$ cat config.mk
export PLATFORM = sky130hd
export DESIGN_NAME = mbs_gpio
export DESIGN_NICKNAME = d
export VERILOG_FILES = /design/src/core/mbs_pkg.sv /design/src/core/mbs_sync_edge.sv /design/src/core/mbs_gpio.sv
export SDC_FILE = /design/constraint.sdc
export NUM_CORES = 1
export LEC_CHECK = 0
export BUFFER_PORTS_ARGS = -buffer_cell sky130_fd_sc_hd__buf_2
export CELL_PAD_IN_SITES_DETAIL_PLACEMENT = 0
export CELL_PAD_IN_SITES_GLOBAL_PLACEMENT = 1
export CORE_AREA = 2 2 91 101
export DETAILED_ROUTE_END_ITERATION = 6
export DIE_AREA = 0 0 93 103
export HOLD_SLACK_MARGIN = 0.06
export PLACE_DENSITY_LB_ADDON = 0.1
export SETUP_SLACK_MARGIN = 0.3
export SLEW_MARGIN = 10
export SYNTH_ARGS = -nofsm -noshare
export SYNTH_HDL_FRONTEND = slang
export SYNTH_SLANG_ARGS = --single-unit
$ cat constraint.sdc
create_clock -name clk_i -period 5.91 [get_ports clk_i]
set_input_delay 0.8865 -clock clk_i [delete_from_list [all_inputs] [get_ports clk_i]]
set_output_delay 0.8865 -clock clk_i [all_outputs]
set_load 0.01 [all_outputs]
$ cat src/core/mbs_pkg.sv
/*
 * Constants, types and the state structs of the multi-board sync GPIO port.
 * Assumes a single 250 MHz system clock with a synchronous active-high reset.
 */
package mbs_pkg;

	// ************************************************************
	// sizes
	// ************************************************************
	localparam int GPIO_W = 8;
	localparam int ADDR_W = 8;
	localparam int DATA_W = 32;
	localparam int SYNC_N = 2;

	// ************************************************************
	// register offsets
	// ************************************************************
	localparam logic [ADDR_W-1:0] ADDR_OUT  = 8'h00;
	localparam logic [ADDR_W-1:0] ADDR_OE   = 8'h04;
	localparam logic [ADDR_W-1:0] ADDR_IN   = 8'h08;
	localparam logic [ADDR_W-1:0] ADDR_CTRL = 8'h0C;
	localparam logic [ADDR_W-1:0] ADDR_CMD  = 8'h10;
	localparam logic [ADDR_W-1:0] ADDR_STAT = 8'h14;

	// ************************************************************
	// field positions and reset values
	// ************************************************************
	localparam int CMD_SW     = 0;
	localparam int CMD_ARM    = 1;
	localparam int CMD_DISARM = 2;
	localparam int STAT_ARMED = 0;
	localparam int STAT_EXT   = 1;
	localparam int STAT_DRV   = 2;
	localparam int CTRL_W     = 11;
	localparam logic [GPIO_W-1:0] OUT_RST  = 8'h00;
	localparam logic [GPIO_W-1:0] OE_RST   = 8'h00;
	localparam logic [CTRL_W-1:0] CTRL_RST = 11'h000;

	// ************************************************************
	// timing
	// ************************************************************
	localparam int CLK_MHZ        = 250;
	localparam int SYNC_PULSE_NS  = 100;
	localparam int SYNC_PULSE_CYC = (SYNC_PULSE_NS * CLK_MHZ + 999) / 1000;
	localparam int CNT_W          = $clog2(SYNC_PULSE_CYC + 1);

	// ************************************************************
	// types
	// ************************************************************
	typedef enum logic [1:0] {
		SRC_OFF,
		SRC_EXT,
		SRC_SW,
		SRC_RSV
	} mbs_src_t;

	typedef enum logic [1:0] {
		TSRC_EXT,
		TSRC_SYNC1,
		TSRC_SYNC2,
		TSRC_RSV
	} mbs_tsrc_t;

	typedef struct packed {
		logic [SYNC_N-1:0] sync_en;
		logic              trig_inv;
		logic              trig_fall;
		logic              trig_en;
		mbs_tsrc_t         trig_src;
		mbs_src_t          out2_src;
		mbs_src_t          out1_src;
	} mbs_ctrl_t;

	typedef struct packed {
		logic [ADDR_W-1:0] addr;
		logic [DATA_W-1:0] wdata;
		logic              we;
		logic              re;
	} mbs_bus_req_t;

	typedef struct packed {
		logic [GPIO_W-1:0] out;
		logic [GPIO_W-1:0] oe;
	} mbs_pins_t;

	typedef struct packed {
		logic [GPIO_W-1:0]             sw_out;
		logic [GPIO_W-1:0]             sw_oe;
		mbs_ctrl_t                     ctrl;
		logic                          armed;
		logic                          frame_trig;
		logic                          sw_pulse;
		logic [SYNC_N-1:0][CNT_W-1:0]  cnt;
		mbs_pins_t                     pins;
		logic [DATA_W-1:0]             rd_data;
	} mbs_state_t;

endpackage

$ cat src/core/mbs_sync_edge.sv
/*
 * Two-stage synchroniser with rise and fall detection, one per bit.
 * Assumes asynchronous pin levels; pulses are one clock wide.
 */
`timescale 1ns/100ps
`default_nettype none

module mbs_sync_edge #(
	parameter int W = 9
) (
	input  wire logic         clk_i,
	input  wire logic         rst_i,
	input  wire logic [W-1:0] d_i,
	output logic      [W-1:0] q_o,
	output logic      [W-1:0] rise_o,
	output logic      [W-1:0] fall_o
);

	typedef struct packed {
		logic [W-1:0] s1;
		logic [W-1:0] s2;
		logic [W-1:0] prev;
	} mbs_edge_state_t;

	mbs_edge_state_t s;
	mbs_edge_state_t next_s;

	always_comb begin
		next_s      = s;
		next_s.s1   = d_i;
		next_s.s2   = s.s1;
		next_s.prev = s.s2;
	end

	always_ff @(posedge clk_i) begin
		if (rst_i) begin
			s <= '0;
		end else begin
			s <= next_s;
		end
	end

	// ************************************************************
	// per-bit edges, comparing the second stage with its one-clock-delayed copy
	// ************************************************************
	genvar i;
	generate
		for (i = 0; i < W; i++) begin : g_bit
			assign q_o[i]    = s.s2[i];
			assign rise_o[i] = s.s2[i] & ~s.prev[i];
			assign fall_o[i] = ~s.s2[i] & s.prev[i];
		end
	endgenerate
endmodule

`default_nettype wire

$ cat src/core/mbs_gpio.sv
/*
 * Multi-board sync GPIO port: eight two-way lines, lines 1 and 2 doubling
 * as inter-board trigger lines, with master forwarding and slave arming.
 * Assumes a register master on the same clock, pins that are asynchronous,
 * and pads that resolve each line from the output enables.
 */
// The register offsets and strobed register access were chosen for this implementation.
//
// Overview of operation
// - eight two-way general lines wire straight to the other boards.
// - software reads each line level and writes a level to drive.
// - lines one and two also serve as the two sync lines.
// - linked boards start acquisition on one or two shared trigger events.
// - master sync output comes from external trigger or software pulse.
// - one master drives the sync lines; all other boards only listen.
// - each sync output has its own independent source select.
// - source choices include disabled and qualified external frame trigger.
// - trigger qualification uses enable, edge and polarity, forwarded or not.
// - slave may take its trigger from sync line one or two.
// - armed slave waits idle until the selected sync line fires.
// - master trigger sends a start signal over the chosen sync line.
`timescale 1ns/100ps
`default_nettype none

module mbs_gpio
	import mbs_pkg::*;
(
	input  wire logic              clk_i,
	input  wire logic              rst_i,
	input  wire mbs_bus_req_t      bus_i,
	output logic      [DATA_W-1:0] rd_data_o,
	input  wire logic [GPIO_W-1:0] gpio_in_i,
	output logic      [GPIO_W-1:0] gpio_out_o,
	output logic      [GPIO_W-1:0] gpio_oe_o,
	input  wire logic              ext_trig_i,
	output logic                   frame_trig_o,
	output logic                   armed_o
);

	localparam int PW = SYNC_PULSE_CYC;
	localparam logic [CNT_W-1:0] PULSE_LD = CNT_W'(SYNC_PULSE_CYC);
	localparam logic [CNT_W-1:0] CNT_ONE  = CNT_W'(1);

	mbs_state_t s;
	mbs_state_t next_s;

	logic [GPIO_W:0]   lvl;
	logic [GPIO_W:0]   rise;
	logic [GPIO_W:0]   fall;
	logic              ext_evt;
	logic [SYNC_N-1:0] sync_evt;
	logic              sel_evt;
	logic              own_evt;
	logic [SYNC_N-1:0] fwd;
	logic [SYNC_N-1:0] listen;
	mbs_src_t          src [SYNC_N];

	// ************************************************************
	// pin synchronisers
	// ************************************************************
	// all eight lines plus the trigger pin
	mbs_sync_edge #(
		.W (GPIO_W + 1)
	) i_mbs_sync_edge (
		.clk_i  (clk_i),
		.rst_i  (rst_i),
		.d_i    ({ext_trig_i, gpio_in_i}),
		.q_o    (lvl),
		.rise_o (rise),
		.fall_o (fall)
	);

	// ************************************************************
	// trigger qualification and source selection
	// ************************************************************
	always_comb begin
		src[0] = s.ctrl.out1_src;
		src[1] = s.ctrl.out2_src;
		ext_evt = s.ctrl.trig_en &
			((s.ctrl.trig_fall ^ s.ctrl.trig_inv) ? fall[GPIO_W] : rise[GPIO_W]);
		for (int k = 0; k < SYNC_N; k++) begin
			// edges of the re-timed sync lines
			sync_evt[k] = s.ctrl.trig_en &
				((s.ctrl.trig_fall ^ s.ctrl.trig_inv) ? fall[k] : rise[k]);
			fwd[k] = ((src[k] == SRC_EXT) & ext_evt) |
				((src[k] == SRC_SW) & s.sw_pulse);
		end
		listen[0] = (s.ctrl.trig_src == TSRC_SYNC1);
		listen[1] = (s.ctrl.trig_src == TSRC_SYNC2);
		case (s.ctrl.trig_src)
			TSRC_EXT:   sel_evt = ext_evt;
			TSRC_SYNC1: sel_evt = sync_evt[0];
			TSRC_SYNC2: sel_evt = sync_evt[1];
			default:    sel_evt = 1'b0;
		endcase
		// software pulse also starts a master fed from its own trigger pin
		own_evt = sel_evt | (s.sw_pulse & (s.ctrl.trig_src == TSRC_EXT));
	end

	// ************************************************************
	// next state
	// ************************************************************
	always_comb begin
		next_s            = s;
		next_s.frame_trig = 1'b0;
		next_s.sw_pulse   = 1'b0;
		next_s.rd_data    = '0;

		if (bus_i.we) begin
			case (bus_i.addr)
				ADDR_OUT:  next_s.sw_out = bus_i.wdata[GPIO_W-1:0];
				ADDR_OE:   next_s.sw_oe  = bus_i.wdata[GPIO_W-1:0];
				ADDR_CTRL: next_s.ctrl   = mbs_ctrl_t'(bus_i.wdata[CTRL_W-1:0]);
				ADDR_CMD:  next_s.sw_pulse = bus_i.wdata[CMD_SW];
				default:   next_s.sw_out = s.sw_out;
			endcase
		end

		// an armed board fires once on its selected event, then disarms
		if (s.armed && own_evt) begin
			next_s.frame_trig = 1'b1;
			next_s.armed      = 1'b0;
		end
		// an arm in the same cycle as a trigger re-arms, so none is lost
		if (bus_i.we && bus_i.addr == ADDR_CMD) begin
			if (bus_i.wdata[CMD_ARM]) begin
				next_s.armed = 1'b1;
			end else if (bus_i.wdata[CMD_DISARM]) begin
				next_s.armed = 1'b0;
			end
		end

		// stretched so a board on another clock cannot miss it
		for (int k = 0; k < SYNC_N; k++) begin
			if (fwd[k]) begin
				next_s.cnt[k] = PULSE_LD;
			end else if (s.cnt[k] != '0) begin
				next_s.cnt[k] = s.cnt[k] - CNT_ONE;
			end
		end

		next_s.pins.out = next_s.sw_out;
		next_s.pins.oe  = next_s.sw_oe;
		for (int k = 0; k < SYNC_N; k++) begin
			// sync role of lines one and two
			if (next_s.ctrl.sync_en[k]) begin
				next_s.pins.out[k] = (next_s.cnt[k] != '0);
				next_s.pins.oe[k] = (src[k] != SRC_OFF) & ~listen[k] &
					(next_s.ctrl.out1_src == src[0]) &
					(next_s.ctrl.out2_src == src[1]) &
					(next_s.ctrl.trig_src == s.ctrl.trig_src);
			end
		end

		if (bus_i.re) begin
			case (bus_i.addr)
				ADDR_OUT:  next_s.rd_data = DATA_W'(s.sw_out);
				ADDR_OE:   next_s.rd_data = DATA_W'(s.sw_oe);
				ADDR_IN:   next_s.rd_data = DATA_W'(lvl[GPIO_W-1:0]);
				ADDR_CTRL: next_s.rd_data = DATA_W'(s.ctrl);
				ADDR_STAT: begin
					next_s.rd_data[STAT_ARMED] = s.armed;
					next_s.rd_data[STAT_EXT]   = lvl[GPIO_W];
					next_s.rd_data[STAT_DRV]   = s.cnt[0] != '0;
					next_s.rd_data[STAT_DRV+1] = s.cnt[1] != '0;
				end
				default:   next_s.rd_data = '0;
			endcase
		end
	end

	// ************************************************************
	// state register
	// ************************************************************
	always_ff @(posedge clk_i) begin
		if (rst_i) begin
			s        <= '0;
			s.sw_out <= OUT_RST;
			s.sw_oe  <= OE_RST;
			s.ctrl   <= mbs_ctrl_t'(CTRL_RST);
		end else begin
			s <= next_s;
		end
	end

	assign rd_data_o    = s.rd_data;
	assign gpio_out_o   = s.pins.out;
	assign gpio_oe_o    = s.pins.oe;
	assign frame_trig_o = s.frame_trig;
	assign armed_o      = s.armed;

	// ************************************************************
	// check helpers
	// ************************************************************
	// age of the last load on line one, held once the pulse is over
	// so that the end check needs no long repetition
	localparam logic [CNT_W:0] AGE_END = (CNT_W + 1)'(PW + 1);
	localparam logic [CNT_W:0] AGE_ONE = (CNT_W + 1)'(1);

	logic [CNT_W:0] fwd0_age;

	always_ff @(posedge clk_i) begin
		if (rst_i) begin
			fwd0_age <= '0;
		end else if (fwd[0]) begin
			fwd0_age <= AGE_ONE;
		end else if (fwd0_age != '0 && fwd0_age != AGE_END) begin
			fwd0_age <= fwd0_age + AGE_ONE;
		end
	end
endmodule

`default_nettype wire

Yosys cells after proc, flatten, opt, wreduce, memory -nomap -nowiden --
Cells that the tools add are included.
Storage, ports and cells: register bits after elaboration 115, bits of input ports 53
Cells by class: add/sub/neg operators 2, equality and inequality tests 14, multiplexer cells 22, bitwise gates (word level) 37, reduce and logical (&&, ||, !) cells 13
Operator list (count):
- $pmux W7 S4 | 1
- $mux W27 | 1
- $and A1 B1 Y1 | 22
- $mux W5 | 4
- $pmux W4 S5 | 1
- $reduce_bool A5 Y1 | 4
- $eq A8 B4 Y1 const B | 2
- $eq A8 B5 Y1 const B | 2
- $mux W8 | 2
- $mux W11 | 1
- $not A1 Y1 | 11
- $mux W1 | 10
- $sub A5 B1 Y5 const B | 2
- $eq A8 B3 Y1 const B | 1
- $logic_not A8 Y1 | 1
- $eq A2 B1 Y1 const B | 3
- $eq A2 B2 Y1 | 3
- $eq A2 B2 Y1 const B | 3
- $reduce_bool A2 Y1 | 2
- $or A1 B1 Y1 | 3
- $pmux W1 S3 | 1
- $reduce_or A3 Y1 | 1
- $logic_and A1 B1 Y1 | 2
- $logic_not A2 Y1 | 1
- 4 further kinds | 4

Logic depth before layout (Yosys ltp) --
depth in word-level cells 11, gate-level depth with buffers 7

By module --
Synthesis repeated with hierarchy kept, for this count alone.
Unflattened totals: cells, all modules 399, area total of the unflattened synthesis 3892.5 sq um
Modules (own cells, without submodules):
- mbs_gpio | instances 1, cells each 316, area an instance 2962.8 sq um, sequential area each 1101.1 sq um
- mbs_sync_edge | instances 1, cells each 83, area an instance 929.6 sq um, sequential area each 540.5 sq um

Least setup slack after synthesis --
OpenSTA, ideal clock, no wires.
path type input to register, start point input port bus_i[35] in the netlist's numbering, end point register s (netlist bit gpio_oe_o[0]), arrival 2.837 ns, data required time 5.840 ns, slack 3.002 ns, stages 7, cell sequence or4_1 buf_2 or4b_4 buf_6 mux2i_4 or3_1 o2bb2ai_1
On the way: word-level cells in the longest chain between the ends 8, elaborated cells between the ends (all ways) 12, classes of those cells 5 x eq/ne; 4 x mux; 3 x bitwise
RTL lines:
- start, declared | line mbs_gpio.sv:30 | input wire mbs_bus_req_t bus_i,
- $eq A8 B4 Y1 | line mbs_gpio.sv:110 | case (bus_i.addr)
- $mux W11 | line mbs_gpio.sv:110
- $mux W27 (*) | line mbs_gpio.sv:109 | if (bus_i.we) begin
- $eq A2 B2 Y1 | line mbs_gpio.sv:149 | (next_s.ctrl.out1_src == src[0]) &
- $and A1 B1 Y1 | line mbs_gpio.sv:148 | next_s.pins.oe[k] = (src[k] != SRC_OFF) & ~listen[k] &
- $and A1 B1 Y1 | line mbs_gpio.sv:149
- $and A1 B1 Y1 | line mbs_gpio.sv:150 | (next_s.ctrl.out2_src == src[1]) &
- $mux W1 (*) | line mbs_gpio.sv:146 | if (next_s.ctrl.sync_en[k]) begin
- end signal, assigned | line mbs_gpio.sv:182 | s <= next_s;
- end, declared | line mbs_gpio.sv:44 | mbs_state_t s;
Every way passes the cells marked *; elsewhere a longest branch is shown, timed or not. A chain may end at the register's enable or synchronous reset.

Worst setup path after layout --
Ends and elaborated chain as after synthesis.

==> results.yml <==
run_status:
  status: "completed"
clock_network:
  cts_buffer_depth: 2
  clk_latency_ns: 0.34
  clock-root-buffer: "clkbuf_8"
  post-cts-setup-buffers: 0
  postCtsHoldBufs: 0
  cts_sinks: 76
  cts.clk_slew.worst_paths_ns: 0.08
  cts_max_level: 3
  cts_tree: "yes"
  cts_made_buffers: 9
  post_cts_resized: 0
sta:
  fmax_mhz: 347
  clock_skew_ns: 0.00842
  drv_slew: 0
  fin_crit_sh_pct: 48.8
  setup_viol: 0
  fin_tns_setup_ns: 0
  rsz0062_at_grt: "no"
  slew_headroom_pct: 53.9
  hold_viol_final: 0
  worstMarginPinSlew_ns: 0.692
  min_period_ns: 2.88
placement:
  gp_congestion: 0.786
  port_buffers: 60
  dpl-instance-area_sq_um: 3590
  dpl.cell_count: 481
  hpwl_um: 4890
die:
  core_sq_um: 8650
  pin_count: 103
  die_area_sq_um: 9580
  start_util_pct: 40.5
  die_h_um: 103
  die_x_um: 93
  rows: 36
finish:
  multi_input_area_sq_um: 1590
  finalNetCount: 437
  seqCellArea_sq_um: 1520
  fin_area_sq_um: 3810
  fill_cells: 873
  drive_above_1_share_pct: 24.8
  antenna_cells: 0
  area_delta_synth_final_pct: 8.80
  fin_cells: 497
power_and_ir_drop:
  p_int_uw: 855
  power_frac_seq_pct: 47.5
  switching_share_pct: 28.2
  power.density_nw_per_um2: 313
  peakVddDrop_uv: 153
  combPwrFrac_pct: 17.9
  p_leak_uw: 0.00167
  switchingPower_uw: 336
  power.share.clock_pct: 34.6
synthesis:
  yosys_warnings: 0
  synth_cell_type_count: 46
  synth_ff_type: "dfxtp_1"
  post_synth.cell_area_avg_sq_um: 10.0
  yosysSeqAreaShare_pct: 43.5
  synth-seq-cells: 76
  async_reset_ff_share_pct: 0
  synth.cell_area_sq_um: 3500
  synth_enable_flop_cells: 0
  synthCells: 349
global_route:
  grt.total_usage_pct: 15.1
  grt_use_met1_pct: 20.7
  grt_pass1_vias: 1994
  use_met3_pct: 4.24
  busiest_layer: "met2"
  use_met2_pct: 22.5
  antenna_found_initial: 0
  grt_overflow: 0
  grt_max_degree: 64
  grt_pass1_wl_um: 10700
drt:
  wire_per_inst_um: 14.0
  wirelength_um: 6980
  viasPerCell: 4.60
  drtIter0Drc: 97
  dr.pass1.iters: 4
  ant_nets: 0
  drc: 0
  via_count: 2287
worst_setup_path:
  slowest_stage: "or4b_4"
  critPathMaxFanout: 12
  crit_chain: "buf_2 -> or4_1 -> or4b_4 -> mux2i_4 -> or3_1 -> o2bb2ai_1"
  cpPeakStageDelay_ns: 0.72
  timing.critical_path.buf_inv: 1
  path_class: "primary input to register"
  critPathTopFamily: "simple AND/OR/NAND/NOR gates"
  arrival_ns: 3.15
  start_kind: "primary input"
  critPathRequiredTime_ns: 6.18
  crit_path_end_kind: "register"
job:
  cap_viol_max_count: 0
min_path:
  worstHoldPathType: "register to register"
==> cells by family (layout without fill, tap and decap cells) <==
family                   after synthesis  count (layout)  share of synthesized area (%)
adder cells (fa/ha/maj)                6               6                           2.15
AND/OR/NAND/NOR                      123             123                           19.3
flip-flops                            76              76                           43.5
XOR/XNOR                              12              12                           3.00
AO/OA/AOI/OAI                         23              23                           4.65
buffers and inverters                 71              85                           13.1
multiplexers                          37              37                           14.2
other                                  1              21                          0.107
==> cells in the mapped netlist, types with 2 or more instances <==
cell / count / area [sq um]
dfxtp_1: 76 / 1520
buf_4: 48 / 360
nor2_1: 38 / 143
mux2i_1: 26 / 260
nor2b_1: 25 / 156
nand2_1: 14 / 52.6
a21oi_1: 11 / 55.1
clkbuf_1: 10 / 37.5
mux4_2: 9 / 203
inv_1: 8 / 30.0
xnor2_1: 8 / 70.1
ha_1: 6 / 75.1
nand2b_1: 6 / 37.5
nand3_1: 6 / 30.0
nor3_1: 6 / 30.0
and2_1: 4 / 25.0
buf_2: 4 / 20.0
nand3b_1: 4 / 30.0
nor3b_1: 4 / 30.0
xor2_1: 4 / 35.0
or3_1: 3 / 18.8
nor4_1: 2 / 12.5
o21bai_1: 2 / 15.0
o2bb2ai_1: 2 / 17.5
or4b_2: 2 / 20.0
==> layer usage <==
metal	vias to the layer above	routed length (um)	share of wire, %
li1	1164	-	-
met1	1043	3400	49
met2	73	3050	44
met3	7	433	6.2
met4	0	96	1.4
met5	-	0	0
==> path summary, 6_finish.rpt <==
| path | cells past startpoint | slack, ns | from | end |
|---|---|---|---|---|
| worst min register to register | 1 | 0.44 | i_mbs_sync_edge.next_s[16] | i_mbs_sync_edge.q_o[7] |
| worst max register to register | 5 | 4.05 | s[68] | gpio_out_o[0] |
| worst max-delay path | 6 | 3.03 | bus_i[35] | gpio_oe_o[0] |
| worst min-delay path | 1 | 0.44 | i_mbs_sync_edge.next_s[16] | i_mbs_sync_edge.q_o[7] |
==> stage by stage <==
step	hold WS, ns	util, %	total power [uW]	setup slack, ns
2_1_floorplan	0.414	-	750	3.00
3_3_place_gp	0.417	41.6	792	2.67
3_5_place_dp	0.422	41.6	791	2.67
4_1_cts	0.440	44.0	1210	3.02
5_1_grt	0.460	44.0	1260	3.01
6_report	0.440	44.0	1190	3.03
==> sequential cells by signal (all words and copies together) (netlist names) <==
signal and count:
i_mbs_sync_edge.next_s 9, s 38, i_mbs_sync_edge.q_o 9, i_mbs_sync_edge.s 3, rd_data_o 11, frame_trig_o 1
gpio_out_o 2, armed_o 1, gpio_oe_o 2
==> placed cells by master, fill, tap and decap left out, types with 6 or more instances in the layout <==
cell and count:
a21oi_1 11, buf_2 60, clkbuf_8 11, conb_1 21
dfxtp_1 76, ha_1 6, inv_1 8, mux2i_1 26
mux4_2 9, nand2_1 14, nand2b_1 6, nand3_1 6
nor2_1 38, nor2b_1 25, nor3_1 6, xnor2_1 8
==> final cells by class <==
class | count | area share [%]
sequential | 76 | 40.0
inverter | 8 | 0.789
multi-input combinational | 222 | 41.8
tap | 114 | 3.75
timing repair buffer | 61 | 8.09
clock inverter | 5 | 1.58
clock buffer | 11 | 3.98
==> power by group through the flow <==
stage	registers (uW)	logic [uW]	clock network, uW
detailed placement	578	214	0
global route	569	240	452
finish	566	214	412
global placement	577	214	0
floorplan	572	178	0
CTS	566	215	425
Power figures use the tool's default switching activity.
